$ cat config.mk
export PLATFORM = sky130hd
export DESIGN_NAME = asr_register_bank
export DESIGN_NICKNAME = d
export VERILOG_FILES = /design/src/asr_pkg.sv /design/src/asr_register_bank.sv /design/src/asr_word_reg.sv
export SDC_FILE = /design/constraint.sdc
export NUM_CORES = 1
export LEC_CHECK = 0
export BUFFER_PORTS_ARGS = -buffer_cell sky130_fd_sc_hd__buf_4
export CORE_ASPECT_RATIO = 1.4
export CORE_MARGIN = 5
export CORE_UTILIZATION = 64
export CTS_CLUSTER_SIZE = 28
export DETAILED_ROUTE_END_ITERATION = 12
export PLACE_DENSITY_LB_ADDON = 0.2
export SLEW_MARGIN = 10
export SYNTH_ARGS = -nofsm -noshare
export SYNTH_HDL_FRONTEND = slang
export SYNTH_SLANG_ARGS = --single-unit
$ cat constraint.sdc
create_clock -name core_clk_in -period 2.5 [get_ports core_clk_in]
set_input_delay 0 -clock core_clk_in [delete_from_list [all_inputs] [get_ports core_clk_in]]
set_output_delay 0 -clock core_clk_in [all_outputs]
set_load 0.03 [all_outputs]
$ cat src/asr_pkg.sv
// asr_pkg: shared constants and types for the serial register bank.
// assumes: included first in compile order; no other dependencies.
`default_nettype none
package asr_pkg;
  // frame layout, most significant bit first
  localparam int unsigned FRAME_BITS = 16;
  localparam int unsigned DATA_BITS = 14;
  localparam int unsigned RESULT_BITS = 12;
  localparam logic [4:0] FRAME_LAST = 5'h10;
  localparam int unsigned ADDR_MSB = 15;
  localparam int unsigned ADDR_LSB = 14;
  localparam int unsigned CAL_REGS = 4;

  // write target codes
  localparam logic [1:0] TGT_NONE = 2'h0;
  localparam logic [1:0] TGT_TEST = 2'h1;
  localparam logic [1:0] TGT_CAL = 2'h2;
  localparam logic [1:0] TGT_CTRL = 2'h3;

  // read source codes
  localparam logic [1:0] SRC_CONV = 2'h0;
  localparam logic [1:0] SRC_TEST = 2'h1;
  localparam logic [1:0] SRC_CAL = 2'h2;
  localparam logic [1:0] SRC_STAT = 2'h3;

  // reset values
  localparam logic [13:0] CTRL_RESET = 14'h0000;
  localparam logic [13:0] WORD_RESET = 14'h0000;

  // read word fixed fields: status word mark, conversion and register padding
  localparam logic [1:0] STAT_MARK = 2'h3;
  localparam logic [3:0] CONV_PAD = 4'h0;
  localparam logic [1:0] REG_PAD = 2'h0;

  // control register layout, bit 13 down to bit 0
  typedef struct packed {
    logic [3:0] zero;
    logic power_manage_hi;
    logic power_manage_lo;
    logic read_source_hi;
    logic read_source_lo;
    logic interface_mode;
    logic software_convert_start;
    logic calibration_kind;
    logic calibration_choice_hi;
    logic calibration_choice_lo;
    logic calibration_go;
  } asr_ctrl_t;

  // request bundle to the converter core
  typedef struct packed {
    logic convert_start;
    logic cal_start;
    logic [2:0] cal_type;
  } asr_core_req_t;
endpackage
`default_nettype wire

$ cat src/asr_register_bank.sv
// asr_register_bank: serial write frame decode, control register, read source select.
// assumes: serial pins come from outside and are synchronised here; converter core
// signals share core_clk_in.
`default_nettype none
module asr_register_bank (
  // clock and reset
  input wire logic core_clk_in,
  input wire logic rst_in,
  // serial link pins, asynchronous to core_clk_in
  input wire logic sclk_in,
  input wire logic sync_n_in,
  input wire logic din_in,
  input wire logic sleep_n_in,
  // serial outputs
  output logic dout_out,
  output logic din_out,
  output logic din_oe_n_out,
  // converter core, same clock
  input wire logic [11:0] conv_data_in,
  input wire logic conv_done_in,
  input wire logic cal_done_in,
  output asr_pkg::asr_core_req_t core_req_out,
  output logic [2:0] power_mode_out,
  output logic [13:0] cal_word_out
);
  import asr_pkg::*;

  // two-flop synchronisers; only the second stage is read by logic
  logic [2:0] pin_meta_q;
  logic [2:0] pin_sync_q;
  logic sclk_prev_q;
  logic sleep_meta_q;
  logic sleep_n_q;
  // reset to the idle pin levels: sync_n high, sclk low, so no false frame or edge
  always_ff @(posedge core_clk_in) begin
    if (rst_in) begin
      pin_meta_q <= 3'h4;
      pin_sync_q <= 3'h4;
      sclk_prev_q <= 1'b0;
    end else begin
      pin_meta_q <= {sync_n_in, sclk_in, din_in};
      pin_sync_q <= pin_meta_q;
      sclk_prev_q <= pin_sync_q[1];
    end
  end
  always_ff @(posedge core_clk_in) begin
    if (rst_in) begin
      sleep_meta_q <= 1'b1;
      sleep_n_q <= 1'b1;
    end else begin
      sleep_meta_q <= sleep_n_in;
      sleep_n_q <= sleep_meta_q;
    end
  end

  // sleep is followed at all times, inside a frame too
  wire sync_n_s = pin_sync_q[2];
  wire sclk_s = pin_sync_q[1];
  wire din_s = pin_sync_q[0];
  wire sclk_rise = sclk_s & ~sclk_prev_q;
  wire sclk_fall = ~sclk_s & sclk_prev_q;

  // frame tracking
  logic frame_q;
  logic [4:0] bit_cnt_q;
  logic [15:0] shift_in_q;
  logic [15:0] shift_out_q;
  logic commit_q;
  wire frame_open = ~sync_n_s & ~frame_q;
  wire take_bit = frame_q & ~sync_n_s & sclk_rise & (bit_cnt_q != FRAME_LAST);
  wire last_bit = take_bit & (bit_cnt_q == FRAME_LAST - 5'h01);

  asr_ctrl_t ctrl_q;
  logic conv_busy_q;
  logic cal_busy_q;
  logic [15:0] read_word;
  wire [13:0] test_word;
  wire [13:0] cal_words [CAL_REGS];

  always_ff @(posedge core_clk_in) begin
    if (rst_in) begin
      frame_q <= 1'b0;
    end else begin
      frame_q <= ~sync_n_s;
    end
  end

  // a frame cut short leaves the count behind; sync_n high clears it
  always_ff @(posedge core_clk_in) begin
    if (rst_in) begin
      bit_cnt_q <= 5'h00;
    end else if (sync_n_s | frame_open) begin
      bit_cnt_q <= 5'h00;
    end else if (take_bit) begin
      bit_cnt_q <= bit_cnt_q + 5'h01;
    end
  end

  always_ff @(posedge core_clk_in) begin
    if (rst_in) begin
      shift_in_q <= 16'h0000;
    end else if (take_bit) begin
      shift_in_q <= {shift_in_q[14:0], din_s};
    end
  end

  always_ff @(posedge core_clk_in) begin
    if (rst_in) begin
      shift_out_q <= 16'h0000;
    end else if (frame_open) begin
      shift_out_q <= read_word;
    end else if (frame_q & ~sync_n_s & sclk_fall) begin
      shift_out_q <= {shift_out_q[14:0], 1'b0};
    end
  end

  always_ff @(posedge core_clk_in) begin
    if (rst_in) begin
      commit_q <= 1'b0;
    end else begin
      commit_q <= last_bit;
    end
  end

  // decode of a completed frame
  wire [1:0] wr_target = shift_in_q[ADDR_MSB:ADDR_LSB];
  wire [13:0] wr_data = shift_in_q[DATA_BITS-1:0];
  wire wr_test = commit_q & (wr_target == TGT_TEST);
  wire wr_cal = commit_q & (wr_target == TGT_CAL);
  wire wr_ctrl = commit_q & (wr_target == TGT_CTRL);
  // TGT_NONE raises none of the strobes above
  wire [1:0] cal_sel = {ctrl_q.calibration_choice_hi, ctrl_q.calibration_choice_lo};
  wire [1:0] rd_sel = {ctrl_q.read_source_hi, ctrl_q.read_source_lo};
  asr_ctrl_t wr_ctrl_val;
  assign wr_ctrl_val = asr_ctrl_t'(wr_data);

  asr_word_reg u_test (
    .core_clk_in(core_clk_in),
    .rst_in(rst_in),
    .wr_en_in(wr_test),
    .wr_data_in(wr_data),
    .word_out(test_word)
  );

  genvar gi;
  generate
    for (gi = 0; gi < CAL_REGS; gi++) begin : g_cal
      asr_word_reg u_cal (
        .core_clk_in(core_clk_in),
        .rst_in(rst_in),
        .wr_en_in(wr_cal & (cal_sel == 2'(gi))),
        .wr_data_in(wr_data),
        .word_out(cal_words[gi])
      );
    end
  endgenerate

  // a read cycle ends when a full frame has been clocked
  wire read_done = commit_q;
  wire conv_req = wr_ctrl & wr_ctrl_val.software_convert_start;
  wire cal_req = wr_ctrl & wr_ctrl_val.calibration_go;

  always_ff @(posedge core_clk_in) begin
    if (rst_in) begin
      ctrl_q <= asr_ctrl_t'(CTRL_RESET);
    end else if (wr_ctrl) begin
      // every frame is also a read; a control write re-arms mode 1 itself
      ctrl_q <= wr_ctrl_val;
    end else begin
      if (read_done) begin
        ctrl_q.interface_mode <= 1'b0;
      end
      if (conv_done_in) begin
        ctrl_q.software_convert_start <= 1'b0;
      end
      if (cal_done_in) begin
        ctrl_q.calibration_go <= 1'b0;
      end
    end
  end

  // busy flags: a new start in the done cycle wins over the clear
  always_ff @(posedge core_clk_in) begin
    if (rst_in) begin
      conv_busy_q <= 1'b0;
      cal_busy_q <= 1'b0;
    end else begin
      conv_busy_q <= conv_req | (conv_busy_q & ~conv_done_in);
      cal_busy_q <= cal_req | (cal_busy_q & ~cal_done_in);
    end
  end

  // read source selection
  wire [15:0] conv_word = {CONV_PAD, conv_data_in};
  // status word fields, bit 15 down to bit 0
  wire busy_any = conv_busy_q | cal_busy_q;
  wire [1:0] stat_pm = {ctrl_q.power_manage_hi, ctrl_q.power_manage_lo};
  wire [3:0] stat_cal = {ctrl_q.calibration_kind, cal_sel, cal_busy_q};
  wire [15:0] stat_word = {1'b0, busy_any, 4'h0, stat_pm, STAT_MARK,
    ctrl_q.interface_mode, 1'b0, stat_cal};
  always_comb begin
    case (rd_sel)
      SRC_CONV: begin
        read_word = conv_word;
      end
      SRC_TEST: begin
        read_word = {REG_PAD, test_word};
      end
      SRC_CAL: begin
        read_word = {REG_PAD, cal_words[cal_sel]};
      end
      SRC_STAT: begin
        read_word = stat_word;
      end
      default: begin
        read_word = conv_word;
      end
    endcase
  end

  // registered outputs
  asr_core_req_t core_req_q;
  logic [2:0] power_mode_q;
  logic dout_q;
  logic din_oe_n_q;
  logic [13:0] cal_word_q;
  always_ff @(posedge core_clk_in) begin
    if (rst_in) begin
      core_req_q <= '0;
    end else begin
      core_req_q.convert_start <= conv_req;
      core_req_q.cal_start <= cal_req;
      // all-zero type is the full internal calibration
      core_req_q.cal_type <= {ctrl_q.calibration_kind, cal_sel};
    end
  end

  always_ff @(posedge core_clk_in) begin
    if (rst_in) begin
      power_mode_q <= 3'h4;
    end else begin
      power_mode_q <= {sleep_n_q, stat_pm};
    end
  end

  always_ff @(posedge core_clk_in) begin
    if (rst_in) begin
      dout_q <= 1'b0;
    end else begin
      dout_q <= shift_out_q[FRAME_BITS-1];
    end
  end

  // mode 1 turns din around only inside a frame, never while idle
  always_ff @(posedge core_clk_in) begin
    if (rst_in) begin
      din_oe_n_q <= 1'b1;
    end else begin
      din_oe_n_q <= ~(ctrl_q.interface_mode & frame_q & ~sync_n_s);
    end
  end

  always_ff @(posedge core_clk_in) begin
    if (rst_in) begin
      cal_word_q <= WORD_RESET;
    end else begin
      cal_word_q <= cal_words[cal_sel];
    end
  end

  assign dout_out = dout_q;
  assign din_out = dout_q;
  assign din_oe_n_out = din_oe_n_q;
  assign core_req_out = core_req_q;
  assign power_mode_out = power_mode_q;
  assign cal_word_out = cal_word_q;
endmodule
`default_nettype wire

$ cat src/asr_word_reg.sv
// asr_word_reg: one 14-bit read/write storage word with write enable.
// assumes: same clock and synchronous reset as the register bank.
`default_nettype none
module asr_word_reg (
  // clock and reset
  input wire logic core_clk_in,
  input wire logic rst_in,
  // write side
  input wire logic wr_en_in,
  input wire logic [13:0] wr_data_in,
  // stored value
  output logic [13:0] word_out
);
  import asr_pkg::*;
  logic [13:0] word_q;
  always_ff @(posedge core_clk_in) begin
    if (rst_in) begin
      word_q <= WORD_RESET;
    end else if (wr_en_in) begin
      word_q <= wr_data_in;
    end
  end
  assign word_out = word_q;
endmodule
`default_nettype wire

==> results.py <==
metrics = {
    "sta": {
        "min_period_ps": 1990,
        "fmax_ghz": 0.504,
        "tightest_slew_ps": 913,
        "fin_hold_ws_ps": 15.8,
        "setup_tns_ps": 0,
        "fin_worst_skew_ps": 7.48,
        "rsz0062_at_grt": "no",
        "relSlewSlack_pct": 39.2,
        "setup_ws_ps": 515,
        "report.final.slew_viol_count": 0,
        "finalHoldViolCount": 0,
        "setup_viol": 0,
        "finalCritPeriodShare_pct": 79.4,
    },
    "synth": {
        "synth_ff_type": "dfxtp_1",
        "avgSynthCellArea_um2": 9.42,
        "syn_nets": 667,
        "yosysSeqAreaShare_pct": 50.1,
        "ys_types": 44,
        "async_reset_ff_share_pct": 0,
        "syn-cell-area_um2": 6070,
        "synth_edf_count": 0,
        "synthCells": 644,
        "synth-seq-cells": 152,
        "ys_warn_count": 0,
    },
    "final_layout": {
        "drive_gt1_share_pct": 16.0,
        "mostFrequentLayoutCells": "dfxtp_1, nand2_1, nor2_1",
        "diodes": 0,
        "nFillCells": 636,
        "layout_commonest_cell": "dfxtp_1",
        "fin_util_pct": 76.3,
        "multi_input_area_um2": 2710,
        "finalNetCount": 698,
        "final_cell_area_um2": 7140,
        "syn_to_final_growth_pct": 17.6,
        "instances_no_fill": 797,
        "regArea_um2": 3040,
    },
    "place": {
        "placed_cell_area_um2": 6390,
        "dp_hpwl_um": 9190,
        "dp_slack_ps": 543,
        "place.gp.congestion": 0.889,
        "port_buffers": 44,
        "place_inst": 757,
    },
    "floorplanning": {
        "initial_utilization_pct": 64.9,
        "dieArea_um2": 11600,
        "fp.dieH_um": 125,
        "top_level_ports": 45,
        "die_w_um": 92.3,
        "core_area_um2": 9350,
        "rows": 42,
    },
    "power_and_ir_drop": {
        "p_leak_nw": 2.86,
        "ir_drop_uv": 487,
        "finalPower_mw": 5.37,
        "powerDensity_nw_per_um2": 752,
    },
    "clock_tree": {
        "cts_setup_buffers": 0,
        "cts_root_buffer": "clkbuf_16",
        "cts_buffers": 17,
        "cts_sinks": 152,
        "clk_pin_slew_worst_paths_ps": 60,
        "cts_buffer_depth": 2,
        "clock_latency_ps": 420,
        "htreeDepth": 4,
        "cts_tree": "yes",
    },
    "critical_path": {
        "critPathMaxStageDelay_ps": 650,
        "r2r_slack_ps": 510,
        "crit_arrival_ps": 2280,
        "crit_path_start_kind": "register",
        "slowest_stage": "dfxtp_1",
        "critPathCaptureType": "register",
        "required_ps": 2800,
        "crit_type": "register to register",
        "crit_chain": "buf_4 -> mux4_2 -> a221oi_1 -> nor2_1",
        "critPathMaxFanout": 11,
    },
    "detailed_routing": {
        "firstDrtPassIters": 7,
        "wl_um": 14200,
        "wl_per_cell_um": 17.8,
        "vias": 4752,
        "post-route-drc-count": 0,
        "drtIter0Drc": 304,
        "vias_per_cell": 5.96,
        "antenna_left": 0,
    },
    "run_status": {
        "outcome": "completed",
    },
    "global_routing": {
        "grt_pass1_vias": 4750,
        "grt-ovfl-total": 0,
        "grt_max_degree": 124,
        "track_usage_pct": 25.5,
        "grt_pass1_wl_um": 23400,
        "antenna_found_initial": 0,
    },
    "min_path": {
        "hold_path_class": "input pin to register",
    },
    "job": {
        "cap_violations": 0,
    },
}
==> critical path, delay by kind of cell, from the launching register on <==
family / cells / cell delay (ps)
buffers and inverters: 1 / 310
AND/OR/NAND/NOR: 1 / 60
multiplexers: 1 / 530
flip-flops: 1 / 650
AO/OA/AOI/OAI: 1 / 320
==> flip-flops by register name (all words and copies together) (netlist names) <==
register,cells
sleep_meta_q,1
cal_word_out,14
ctrl_q,6
power_mode_out,3
cal_busy_q,1
cal_sel,2
commit_q,1
frame_q,1
g_cal.u_cal.word_out,56
sleep_n_q,1
conv_busy_q,1
din_oe_n_out,1
bit_cnt_q,5
pin_meta_q,3
din_out,1
shift_out_q,16
sclk_prev_q,1
shift_in_q,16
core_req_out,5
pin_sync_q,3
u_test.word_out,14
==> worst paths after layout <==
path	to	cells after the start	from
min	shift_out_q[9]	3	conv_data_in[9]
max reg2reg	shift_out_q[13]	4	cal_sel[0]
min reg2reg	pin_sync_q[2]	1	pin_meta_q[2]
max	shift_out_q[13]	4	cal_sel[0]
==> power breakdown <==
part	total [mW]	switching (mW)	internal, mW
sequential	2.45	0.00966	2.44
combinational	0.122	0.0685	0.0536
clock	2.79	0.980	1.81
total	5.37	1.06	4.31
==> layer usage <==
| layer | up-vias | track usage, % | wire, um |
|---|---|---|---|
| met4 | 0 | 9.19 | 323 |
| met3 | 28 | 6.73 | 712 |
| met5 | - | 0 | 0 |
| met1 | 2317 | 30.7 | 5890 |
| met2 | 147 | 43.8 | 7290 |
| li1 | 2260 | - | - |
==> cells by family (layout without fill, tap and decap cells) <==
kind of cell | after synthesis | in the layout | share of synthesized area [%]
buffers and inverters | 62 | 105 | 5.18
flip-flops | 152 | 152 | 50.1
adder cells (fa/ha/maj) | 3 | 3 | 0.619
XOR/XNOR | 3 | 3 | 0.433
multiplexers | 59 | 59 | 13.0
AO/OA/AOI/OAI | 121 | 121 | 12.1
AND/OR/NAND/NOR | 244 | 244 | 18.5
==> cell usage after synthesis, types with 3 or more instances <==
cell | instances | area, um^2
clkbuf_1 | 42 | 158
a311oi_1 | 6 | 52.6
a2bb2oi_1 | 6 | 52.6
a21oi_1 | 60 | 300
nand2_1 | 110 | 413
nand3_1 | 4 | 20.0
dfxtp_1 | 152 | 3040
nand4_1 | 3 | 18.8
mux4_1 | 6 | 158
nor2b_1 | 22 | 138
and2_1 | 15 | 93.8
or2_2 | 9 | 56.3
o221ai_1 | 11 | 96.3
mux2i_1 | 45 | 450
a221oi_1 | 3 | 26.3
mux4_2 | 8 | 180
nor2_1 | 67 | 251
o21ai_0 | 24 | 120
and3_1 | 6 | 37.5
buf_2 | 4 | 20.0
buf_6 | 7 | 78.8
inv_1 | 5 | 18.8
ha_1 | 3 | 37.5
==> layout make-up <==
| type | instances | area share [%] |
|---|---|---|
| clock inverters | 12 | 2.79 |
| multi-input cells | 430 | 38.0 |
| clock buffers | 19 | 6.35 |
| inverters | 6 | 0.316 |
| repair buffers | 68 | 7.99 |
| well taps | 110 | 1.93 |
| flip-flops and latches | 152 | 42.6 |
==> repair_timing <==
item	CTS	global route
hold buffers	9	0
resized for setup	0	0
hold endpoints to repair	9	0
Power figures use the tool's default switching activity.
